`src/inc/hypcfg_pkg.sv`:
```
// Package with encodings, field positions and reset values of the hypervisor configuration block
package hypcfg_pkg;
    // ==========================================================
    // System register access encoding
    localparam logic [3:0] HYPCFG_COPROC = 4'hF;
    localparam logic [2:0] HYPCFG_OPC1 = 3'h4;
    localparam logic [3:0] HYPCFG_CRN = 4'h1;
    localparam logic [3:0] HYPCFG_CRM = 4'h1;
    localparam logic [2:0] HYPCFG_OPC2_MAIN = 3'h0;
    localparam logic [2:0] HYPCFG_OPC2_SECOND = 3'h4;
    // ==========================================================
    // Main register field positions
    localparam int HYPCFG_BSU_LSB = 10;
    localparam int HYPCFG_FB_BIT = 9;
    localparam int HYPCFG_VA_BIT = 8;
    localparam int HYPCFG_VI_BIT = 7;
    localparam int HYPCFG_VF_BIT = 6;
    localparam int HYPCFG_AMO_BIT = 5;
    localparam int HYPCFG_IMO_BIT = 4;
    localparam int HYPCFG_FMO_BIT = 3;
    localparam int HYPCFG_SETWAY_INVAL_OVERRIDE_BIT = 1;
    localparam int HYPCFG_VM_BIT = 0;
    // Second register field position
    localparam int HYPCFG_MIOC_BIT = 6;
    // ==========================================================
    // Writable masks and reset values
    localparam logic [31:0] HYPCFG_MAIN_MASK = 32'h00000FFB;
    localparam logic [31:0] HYPCFG_SECOND_MASK = 32'h00000040;
    localparam logic [31:0] HYPCFG_MAIN_RESET = 32'h00000000;
    localparam logic [31:0] HYPCFG_SECOND_RESET = 32'h00000000;
    // ==========================================================
    // Exception levels and shareability encodings
    localparam logic [1:0] HYPCFG_EL0 = 2'h0;
    localparam logic [1:0] HYPCFG_EL1 = 2'h1;
    localparam logic [1:0] HYPCFG_EL2 = 2'h2;
    localparam logic [1:0] HYPCFG_SH_NONE = 2'h0;
    localparam logic [1:0] HYPCFG_SH_INNER = 2'h1;
    localparam logic [1:0] HYPCFG_SH_OUTER = 2'h2;
    localparam logic [1:0] HYPCFG_SH_SYSTEM = 2'h3;
endpackage : hypcfg_pkg

```
`src/hw/hypcfg_top.sv`:
```
// Hypervisor configuration registers and their decoded controls
//
// Notes on behaviour
// - Upgrade field sets least barrier shareability
// - Merged barrier level is the wider domain
// - Force broadcast of EL1 predictor/icache invalidates
// - Guest SError pending bit raises virtual SError
// - Virtual SError only when trap off, override on
// - Guest IRQ pending gated by trap and override
// - Guest FIQ pending gated by trap and override
// - SError override ignores physical mask, enables virtual
// - IRQ override ignores physical mask, enables virtual
// - FIQ override ignores physical mask, enables virtual
// - Trap-general is tied low here, so overrides are never forced; reads stay stored
// - Virtual exceptions share the physical outputs, taken only outside hyp and when unmasked
// - Set/way override turns invalidate into clean+invalidate
// - Stage 2 protection enable for EL1/EL0
// - Default cacheable bit 12 is not writable, so it never forces stage 2
// - Stage 2 on: EL1 data invalidates also clean
// - Main register fields reset to zero
// - Main register at opc1 4, opc2 0, c1, c1
// - Second register at opc1 4, opc2 4, c1, c1
// - Both registers accessible only from EL2
// - EL1 main register access traps to hyp when crn1 trap set and EL2 present
// - Mismatched cacheability non-coherency enable bit
`timescale 1ns/1ps
`default_nettype none
module hypcfg_top
    import hypcfg_pkg::*;
(
    input wire logic ref_clk,
    input wire logic rst_b,
    // Coprocessor access port
    input wire logic cp_valid,
    input wire logic cp_write,
    input wire logic [3:0] cp_coproc,
    input wire logic [2:0] cp_opc1,
    input wire logic [2:0] cp_opc2,
    input wire logic [3:0] cp_crn,
    input wire logic [3:0] cp_crm,
    input wire logic [31:0] cp_wdata,
    input wire logic [1:0] cur_el,
    input wire logic el2_present,
    input wire logic trap_crn1,
    output logic cp_hit,
    output logic cp_undef,
    output logic cp_trap_hyp,
    output logic [31:0] cp_rdata_ff,
    // Exception inputs
    input wire logic in_hyp_mode,
    input wire logic phys_serror,
    input wire logic phys_irq,
    input wire logic phys_fiq,
    input wire logic status_a_mask,
    input wire logic status_i_mask,
    input wire logic status_f_mask,
    output logic take_serror,
    output logic take_irq,
    output logic take_fiq,
    // Barrier and maintenance decode
    input wire logic [1:0] barrier_sh_req,
    output logic [1:0] barrier_sh_eff,
    input wire logic inval_all_op,
    output logic inval_all_broadcast,
    input wire logic dc_inv_op,
    input wire logic dc_inv_is_setway,
    output logic dc_inv_do_clean,
    // Translation controls
    output logic stage2_active,
    output logic mismatch_noncoherent
);
    // ==========================================================
    // Reset release
    logic rst_meta_ff;
    logic rst_sync_ff;
    always_ff @(posedge ref_clk or negedge rst_b) begin
        if (!rst_b) begin
            rst_meta_ff <= 1'b0;
            rst_sync_ff <= 1'b0;
        end else begin
            rst_meta_ff <= 1'b1;
            rst_sync_ff <= rst_meta_ff;
        end
    end
    // ==========================================================
    // Access decode
    logic enc_common;
    logic sel_main;
    logic sel_second;
    logic low_el;
    assign enc_common = cp_valid && cp_coproc == HYPCFG_COPROC &&
        cp_opc1 == HYPCFG_OPC1 && cp_crn == HYPCFG_CRN &&
        cp_crm == HYPCFG_CRM;
    assign sel_main = enc_common && cp_opc2 == HYPCFG_OPC2_MAIN;
    assign sel_second = enc_common &&
        cp_opc2 == HYPCFG_OPC2_SECOND;
    assign low_el = cur_el != HYPCFG_EL2;
    // Hyp trap of EL1 outranks the undefined answer at EL1
    assign cp_trap_hyp = sel_main && cur_el == HYPCFG_EL1 &&
        el2_present && trap_crn1;
    assign cp_undef = (sel_main || sel_second) && low_el &&
        !cp_trap_hyp;
    assign cp_hit = (sel_main || sel_second) && !low_el;
    // ==========================================================
    // Register state
    logic [31:0] main_ff;
    logic [31:0] second_ff;
    logic [31:0] nxt_main;
    logic [31:0] nxt_second;
    logic [31:0] nxt_rdata;
    logic trap_general_exceptions;
    always_comb begin
        nxt_main = main_ff;
        nxt_second = second_ff;
        nxt_rdata = cp_rdata_ff;
        if (cp_hit && cp_write && sel_main) begin
            nxt_main = cp_wdata & HYPCFG_MAIN_MASK;
        end
        if (cp_hit && cp_write && sel_second) begin
            nxt_second = cp_wdata & HYPCFG_SECOND_MASK;
        end
        // Reads return stored bits, never the forced behaviour
        if (cp_hit && !cp_write) begin
            nxt_rdata = sel_main ? main_ff : second_ff;
        end
    end
    always_ff @(posedge ref_clk or negedge rst_sync_ff) begin
        if (!rst_sync_ff) begin
            main_ff <= HYPCFG_MAIN_RESET;
            second_ff <= HYPCFG_SECOND_RESET;
            cp_rdata_ff <= 32'h00000000;
        end else begin
            main_ff <= nxt_main;
            second_ff <= nxt_second;
            cp_rdata_ff <= nxt_rdata;
        end
    end
    // Trap-general lives in the upper half, handled elsewhere
    assign trap_general_exceptions = 1'b0;
    // ==========================================================
    // Exception gating
    logic amo_eff;
    logic imo_eff;
    logic fmo_eff;
    logic virt_serror;
    logic virt_irq;
    logic virt_fiq;
    assign amo_eff = main_ff[HYPCFG_AMO_BIT] || trap_general_exceptions;
    assign imo_eff = main_ff[HYPCFG_IMO_BIT] || trap_general_exceptions;
    assign fmo_eff = main_ff[HYPCFG_FMO_BIT] || trap_general_exceptions;
    assign virt_serror = main_ff[HYPCFG_VA_BIT] && !trap_general_exceptions &&
        main_ff[HYPCFG_AMO_BIT];
    assign virt_irq = main_ff[HYPCFG_VI_BIT] && !trap_general_exceptions &&
        main_ff[HYPCFG_IMO_BIT];
    assign virt_fiq = main_ff[HYPCFG_VF_BIT] && !trap_general_exceptions &&
        main_ff[HYPCFG_FMO_BIT];
    // Virtual and physical share one output so guests cannot tell them apart
    // Virtual ones only reach a guest, never hyp mode
    assign take_serror = (phys_serror && (amo_eff || !status_a_mask)) ||
        (virt_serror && !in_hyp_mode && !status_a_mask);
    assign take_irq = (phys_irq && (imo_eff || !status_i_mask)) ||
        (virt_irq && !in_hyp_mode && !status_i_mask);
    assign take_fiq = (phys_fiq && (fmo_eff || !status_f_mask)) ||
        (virt_fiq && !in_hyp_mode && !status_f_mask);
    // ==========================================================
    // Barrier and cache maintenance
    logic [1:0] barrier_share_upgrade;
    logic el1_op;
    assign barrier_share_upgrade = main_ff[HYPCFG_BSU_LSB +: 2];
    assign el1_op = cur_el == HYPCFG_EL1;
    always_comb begin
        // Outside EL2 the wider of the two domains wins; codes rise with width
        barrier_sh_eff = barrier_sh_req;
        if (!low_el) begin
            barrier_sh_eff = barrier_sh_req;
        end else if (barrier_share_upgrade > barrier_sh_req) begin
            barrier_sh_eff = barrier_share_upgrade;
        end
    end
    assign inval_all_broadcast = inval_all_op && el1_op &&
        main_ff[HYPCFG_FB_BIT];
    assign stage2_active = !in_hyp_mode && (main_ff[HYPCFG_VM_BIT] ||
        main_ff[12]);
    assign dc_inv_do_clean = dc_inv_op && el1_op &&
        (stage2_active || (dc_inv_is_setway &&
        main_ff[HYPCFG_SETWAY_INVAL_OVERRIDE_BIT]));
    assign mismatch_noncoherent = second_ff[HYPCFG_MIOC_BIT];
endmodule : hypcfg_top
`default_nettype wire

```
`config.mk`:
```
export PLATFORM = sky130hd
export DESIGN_NAME = hypcfg_top
export DESIGN_NICKNAME = d
export VERILOG_FILES = /design/src/inc/hypcfg_pkg.sv /design/src/hw/hypcfg_top.sv
export SDC_FILE = /design/constraint.sdc
export NUM_CORES = 1
export LEC_CHECK = 0
export BUFFER_PORTS_ARGS = -buffer_cell sky130_fd_sc_hd__buf_2
export CAP_MARGIN = 25
export CELL_PAD_IN_SITES_DETAIL_PLACEMENT = 0
export CELL_PAD_IN_SITES_GLOBAL_PLACEMENT = 1
export CORE_ASPECT_RATIO = 1.1
export CORE_MARGIN = 8
export CORE_UTILIZATION = 30
export DETAILED_ROUTE_END_ITERATION = 12
export PLACE_DENSITY_LB_ADDON = 0.3
export SKIP_CTS_REPAIR_TIMING = 1
export SYNTH_ARGS = -nofsm -noshare
export SYNTH_HDL_FRONTEND = slang
export SYNTH_SLANG_ARGS = --single-unit
```
`constraint.sdc`:
```
create_clock -name ref_clk -period 2.1 [get_ports ref_clk]
set_input_delay 0.21 -clock ref_clk [delete_from_list [all_inputs] [get_ports ref_clk]]
set_output_delay 0.21 -clock ref_clk [all_outputs]
set_load 0.005 [all_outputs]
```
Yosys cells after proc, flatten, opt, wreduce, memory -nomap -nowiden. Cells that the tools add are included.

Bitwise logic cells: 0. Eq/ne operators: 7. Div/mod/pow operators: 0. Mux-type cells: 3. Multiply operators: 0. Shift-type cells: 0. Magnitude comparators: 1. Reduce and logical (&&, ||, !) cells: 50. Add/subtract/negate cells: 0.

Operators by type and width (count): logical AND 1 bit (34); 2-to-1 mux 12 bit (1); equality test 4 x 1 -> 1 bit (second input constant) (2); logical OR 1 bit (8); zero test 1 bit (7); equality test 3 bit (second input constant) (2); equality test 4 bit (second input constant) (1); 2-to-1 mux 2 bit (2); zero test 3 bit (1); equality test 2 x 1 -> 1 bit (second input constant) (1); greater-than comparator 2 bit (1); != test 2 bit (second input constant) (1).

Latch bits: 0. Memory bits (read-only): 0. Memories kept: 0. Flip-flop bits (word level): 46. Output and inout port bits: 44. Bits in writable memories: 0. Input port bits: 70. Logic and storage cells: 66.

Longest topological paths before layout.
Depth after elaboration: 11. Depth in mapped cells: 6. Mapped depth without buffers: 6.

Worst setup path before layout. Ideal clock, no wire load.

Path kind: input to register. From: input port cp_crn[3]. To: register main_ff[0]. Path buffers: 1. Required time: 1975 ps. Path slack: 508 ps. Setup time: 125 ps. Stages on the path: 5. Data arrival time: 1467 ps. Cell sequence: nor4_2 nand4b_2 nor4_4 buf_6 mux2_4.

Longest elaborated chain between the ends: 8. Elaborated cells on any way between the ends: 9. Classes of those cells: eq/ne (1); reduce/logical (8).

Ends and longest elaborated chain: start: declaration (line hypcfg_top.sv:39) `input wire logic [3:0] cp_crn,`; equality test 4 x 1 -> 1 bit * (line hypcfg_top.sv:92) `cp_opc1 == HYPCFG_OPC1 && cp_crn == HYPCFG_CRN &&`; logical AND 1 bit * (2 in a row) (line hypcfg_top.sv:92); logical AND 1 bit (on tied branches) (line hypcfg_top.sv:94, hypcfg_top.sv:95); logical OR 1 bit (line hypcfg_top.sv:103) `assign cp_hit = (sel_main || sel_second) && !low_el;`; logical AND 1 bit (line hypcfg_top.sv:103); logical AND 1 bit (line hypcfg_top.sv:116) `if (cp_hit && cp_write && sel_main) begin`; logical AND 1 bit * (line hypcfg_top.sv:116); end signal: assignment (line hypcfg_top.sv:133) `main_ff <= nxt_main;`; end: declaration (line hypcfg_top.sv:106) `logic [31:0] main_ff;`.

Mark *: on every way between the ends. The rest lies on a longest branch, timed or not. A chain may end at the register's enable or synchronous reset.

Final worst setup path.
From: register main_ff[11]. To: output port barrier_sh_eff[0].

Longest elaborated chain between the ends: 3.

Ends and longest elaborated chain: greater-than comparator 2 bit (line hypcfg_top.sv:176) `end else if (barrier_share_upgrade > barrier_sh_req) begin`; 2-to-1 mux 2 bit (line hypcfg_top.sv:176); 2-to-1 mux 2 bit (line hypcfg_top.sv:174) `if (!low_el) begin`; end: declaration (line hypcfg_top.sv:62) `output logic [1:0] barrier_sh_eff,`.

Every way passes these cells.

==> qor.yml <==
run_status:
  status: "finished, final reports clean"
floorplanning:
  boundaryPins: 114
  initial_core_util_pct: 30.7
  rows: 27
  core-area_sq_um: 4930
  die_area_sq_um: 7590
  dieHeight_microns: 90.6
  dieWidth_microns: 83.8
hold_path:
  hp-class: "primary input to flop"
  worstHoldStart: "cp_wdata[3]"
  worstHoldEndpoint: "main_ff[3]$_DFFE_PN0P_"
  whs_path_depth: 2
synth:
  synth_top_area_share_pct: 41.3
  synth_warnings: 0
  syn_inst: 135
  synth_top_area_cell: "dfrtp_1"
  ys_types: 27
  syn-cell-area_sq_um: 1520
  synthTopCellsByArea: "dfrtp_1 41%, buf_4 11%, mux2_2 10%, mux2_4 9.9%, nor2b_1 4.1%"
  ys_ff_latch: 25
  ys_seq_area_share_pct: 41.3
  syn_area_per_cell_sq_um: 11.2
power_and_ir_drop:
  peakVddDrop_mv: 0.332
  swShare_pct: 22.7
  p_comb_share_pct: 11.8
  cell_internal_pwr_uw: 667
  power_frac_clock_pct: 32.2
  p_leak_uw: 0.00107
  p_per_area_nw_per_um2: 447
  p_switching_uw: 196
  pwr-share-seq_pct: 56.0
final_layout:
  layout_common_cells: "71 x buf_2, 25 x dfrtp_1, 22 x conb_1"
  area_growth_pct: 27.2
  fin_nets: 284
  fillerInstances: 512
  drive_above_1_share_pct: 51.9
  antenna_cells: 0
  final_common_cell: "buf_2"
global_route:
  grt_util_all_layers_pct: 9.72
  grt_pass1_wl_microns: 6160
  grt_max_degree: 24
  antenna_found_initial: 0
  overflow: 0
  grt_pass1_vias: 1289
worst_setup_path:
  cp-start-kind: "flop"
  r2r_cells: 2
  r2r-start: "main_ff[6]$_DFFE_PN0P_"
  end_kind: "output pin"
  worstPathRequired_ns: 1.89
  critPathArrivalTime_ns: 1.50
  cp_max_fo: 3
  r2r_slack_ns: 1.06
  criticalPathCategory: "flop to output pin"
  r2r_end: "cp_rdata_ff[6]$_DFFE_PN0P_"
sta:
  rsz0062_at_grt: "no"
  fin_crit_sh_pct: 81.6
  slew_viol_final: 0
  max_clock_freq_mhz: 583
  finalSetupViolations: 0
  setup_ws_ns: 0.386
  period_needed_ns: 1.71
  tns_ns: 0
  finClkSkew_ns: 0.00280
  hold_viol: 0
clock_network:
  cts_root_buf: "clkbuf_8"
  cts_sinks: 25
  h-tree-depth: 1
  clockBufferDepth: 2
  cts_made_buffers: 3
  clk-insertion-delay-late_ns: 0.26
  path_clk_slew_ns: 0.08
  cts_tree: "done"
route:
  viasPerCell: 4.28
  vias: 1148
  drt_iter0_drc: 9
  route.detailed.drc: 0
  post_drt_wl_per_cell_microns: 13.7
  finalWirelength_microns: 3660
  dr.pass1.iters: 2
  ant_nets: 0
place:
  portBuffers: 71
  dp_slack_ns: 0.276
  dp_hpwl_microns: 2990
  globalplace.congestion: 0.646
job:
  max_cap_viol_count: 0
[registers in the layout (all words and copies together), names as in the netlist]
register,count
cp_rdata_ff,11
main_ff,11
rst_meta_ff,1
rst_sync_ff,1
second_ff,1
[logic make-up after synthesis]
family                     Yosys count  share of synthesized area [%]
AOI/OAI and AO/OA                   10                           3.55
adders and majority gates            3                           2.48
buffers and inverters               32                           13.9
DFF                                 25                           41.3
muxes                               24                           20.3
other                                2                          0.495
and+or+nand+nor                     39                           18.1
[critical path, stage by stage (launching register included)]
cell and delay, ns:
dfrtp_1 0.38, inv_1 0.06, ha_1 0.28, nor2_1 0.10, o221ai_1 0.12, o21ai_0 0.16
buf_2 0.13
[layout make-up]
class	instances	area [sq um]	share of cell area, %
Clock buffer	4	45.0	2.33
Multi-Input combinational cell	98	756	39.2
Sequential cell	25	626	32.4
Inverter	8	30.0	1.56
Timing Repair Buffer	75	400	20.8
Tap cell	58	72.6	3.76
[metrics by stage]
| stage | hold WS (ns) | instance area, sq um | power [uW] | cells | utilization, % |
|---|---|---|---|---|---|
| finish | 0.167 | 1930 | 863 | 268 | 39.1 |
| global route | 0.159 | 1930 | 910 | 268 | 39.1 |
| CTS | -0.294 | 1920 | 872 | 267 | 38.9 |
| detailed placement | -0.00239 | 1870 | 594 | 263 | 38.0 |
| global placement | -0.00254 | 1870 | 593 | 263 | 38.0 |
| floorplan | -0.0856 | 1590 | 558 | 155 | - |
[synth_stat cells, drive strengths merged]
cell,n
dfrtp,25
mux2,24
buf,23
nor2b,10
inv,8
o21ai,7
nor2,6
nand2,4
nor3,4
nor3b,4
ha,3
a21oi,2
and4bb,2
conb,2
nand2b,2
nor4,2
and2b,1
and4b,1
clkbuf,1
nand3,1
nand3b,1
nand4b,1
o221ai,1
[per-layer routing]
| metal | vias up | global-route usage (%) | part of all wire, % |
|---|---|---|---|
| met5 | - | 0 | 0 |
| met4 | 0 | 3.75 | 0.90 |
| met3 | 4 | 4.42 | 11 |
| met2 | 62 | 14.9 | 44 |
| met1 | 519 | 11.5 | 44 |
| li1 | 563 | - | - |
[power groups by stage]
stage               clock network [uW]  registers (uW)  logic, uW
floorplan                            0             499       59.1
global placement                     0             493       99.7
detailed placement                   0             493        101
CTS                                287             483        101
global route                       309             483        118
finish                             278             483        101
[how the worst max path moves through the flow]
| stage | from | endpoint | depth (start not counted) | slack, ns |
|---|---|---|---|---|
| floorplan | cp_crn[3] | main_ff[0]$_DFFE_PN0P_ | 5 | 0.51 |
| global placement | cp_crn[3] | main_ff[4]$_DFFE_PN0P_ | 6 | 0.26 |
| detailed placement | cp_crn[3] | main_ff[4]$_DFFE_PN0P_ | 6 | 0.28 |
| CTS | main_ff[11]$_DFFE_PN0P_ | barrier_sh_eff[0] | 6 | 0.34 |
| global route | main_ff[11]$_DFFE_PN0P_ | barrier_sh_eff[0] | 6 | 0.21 |
| finish | main_ff[11]$_DFFE_PN0P_ | barrier_sh_eff[0] | 6 | 0.39 |
Power figures use the tool's default switching activity.
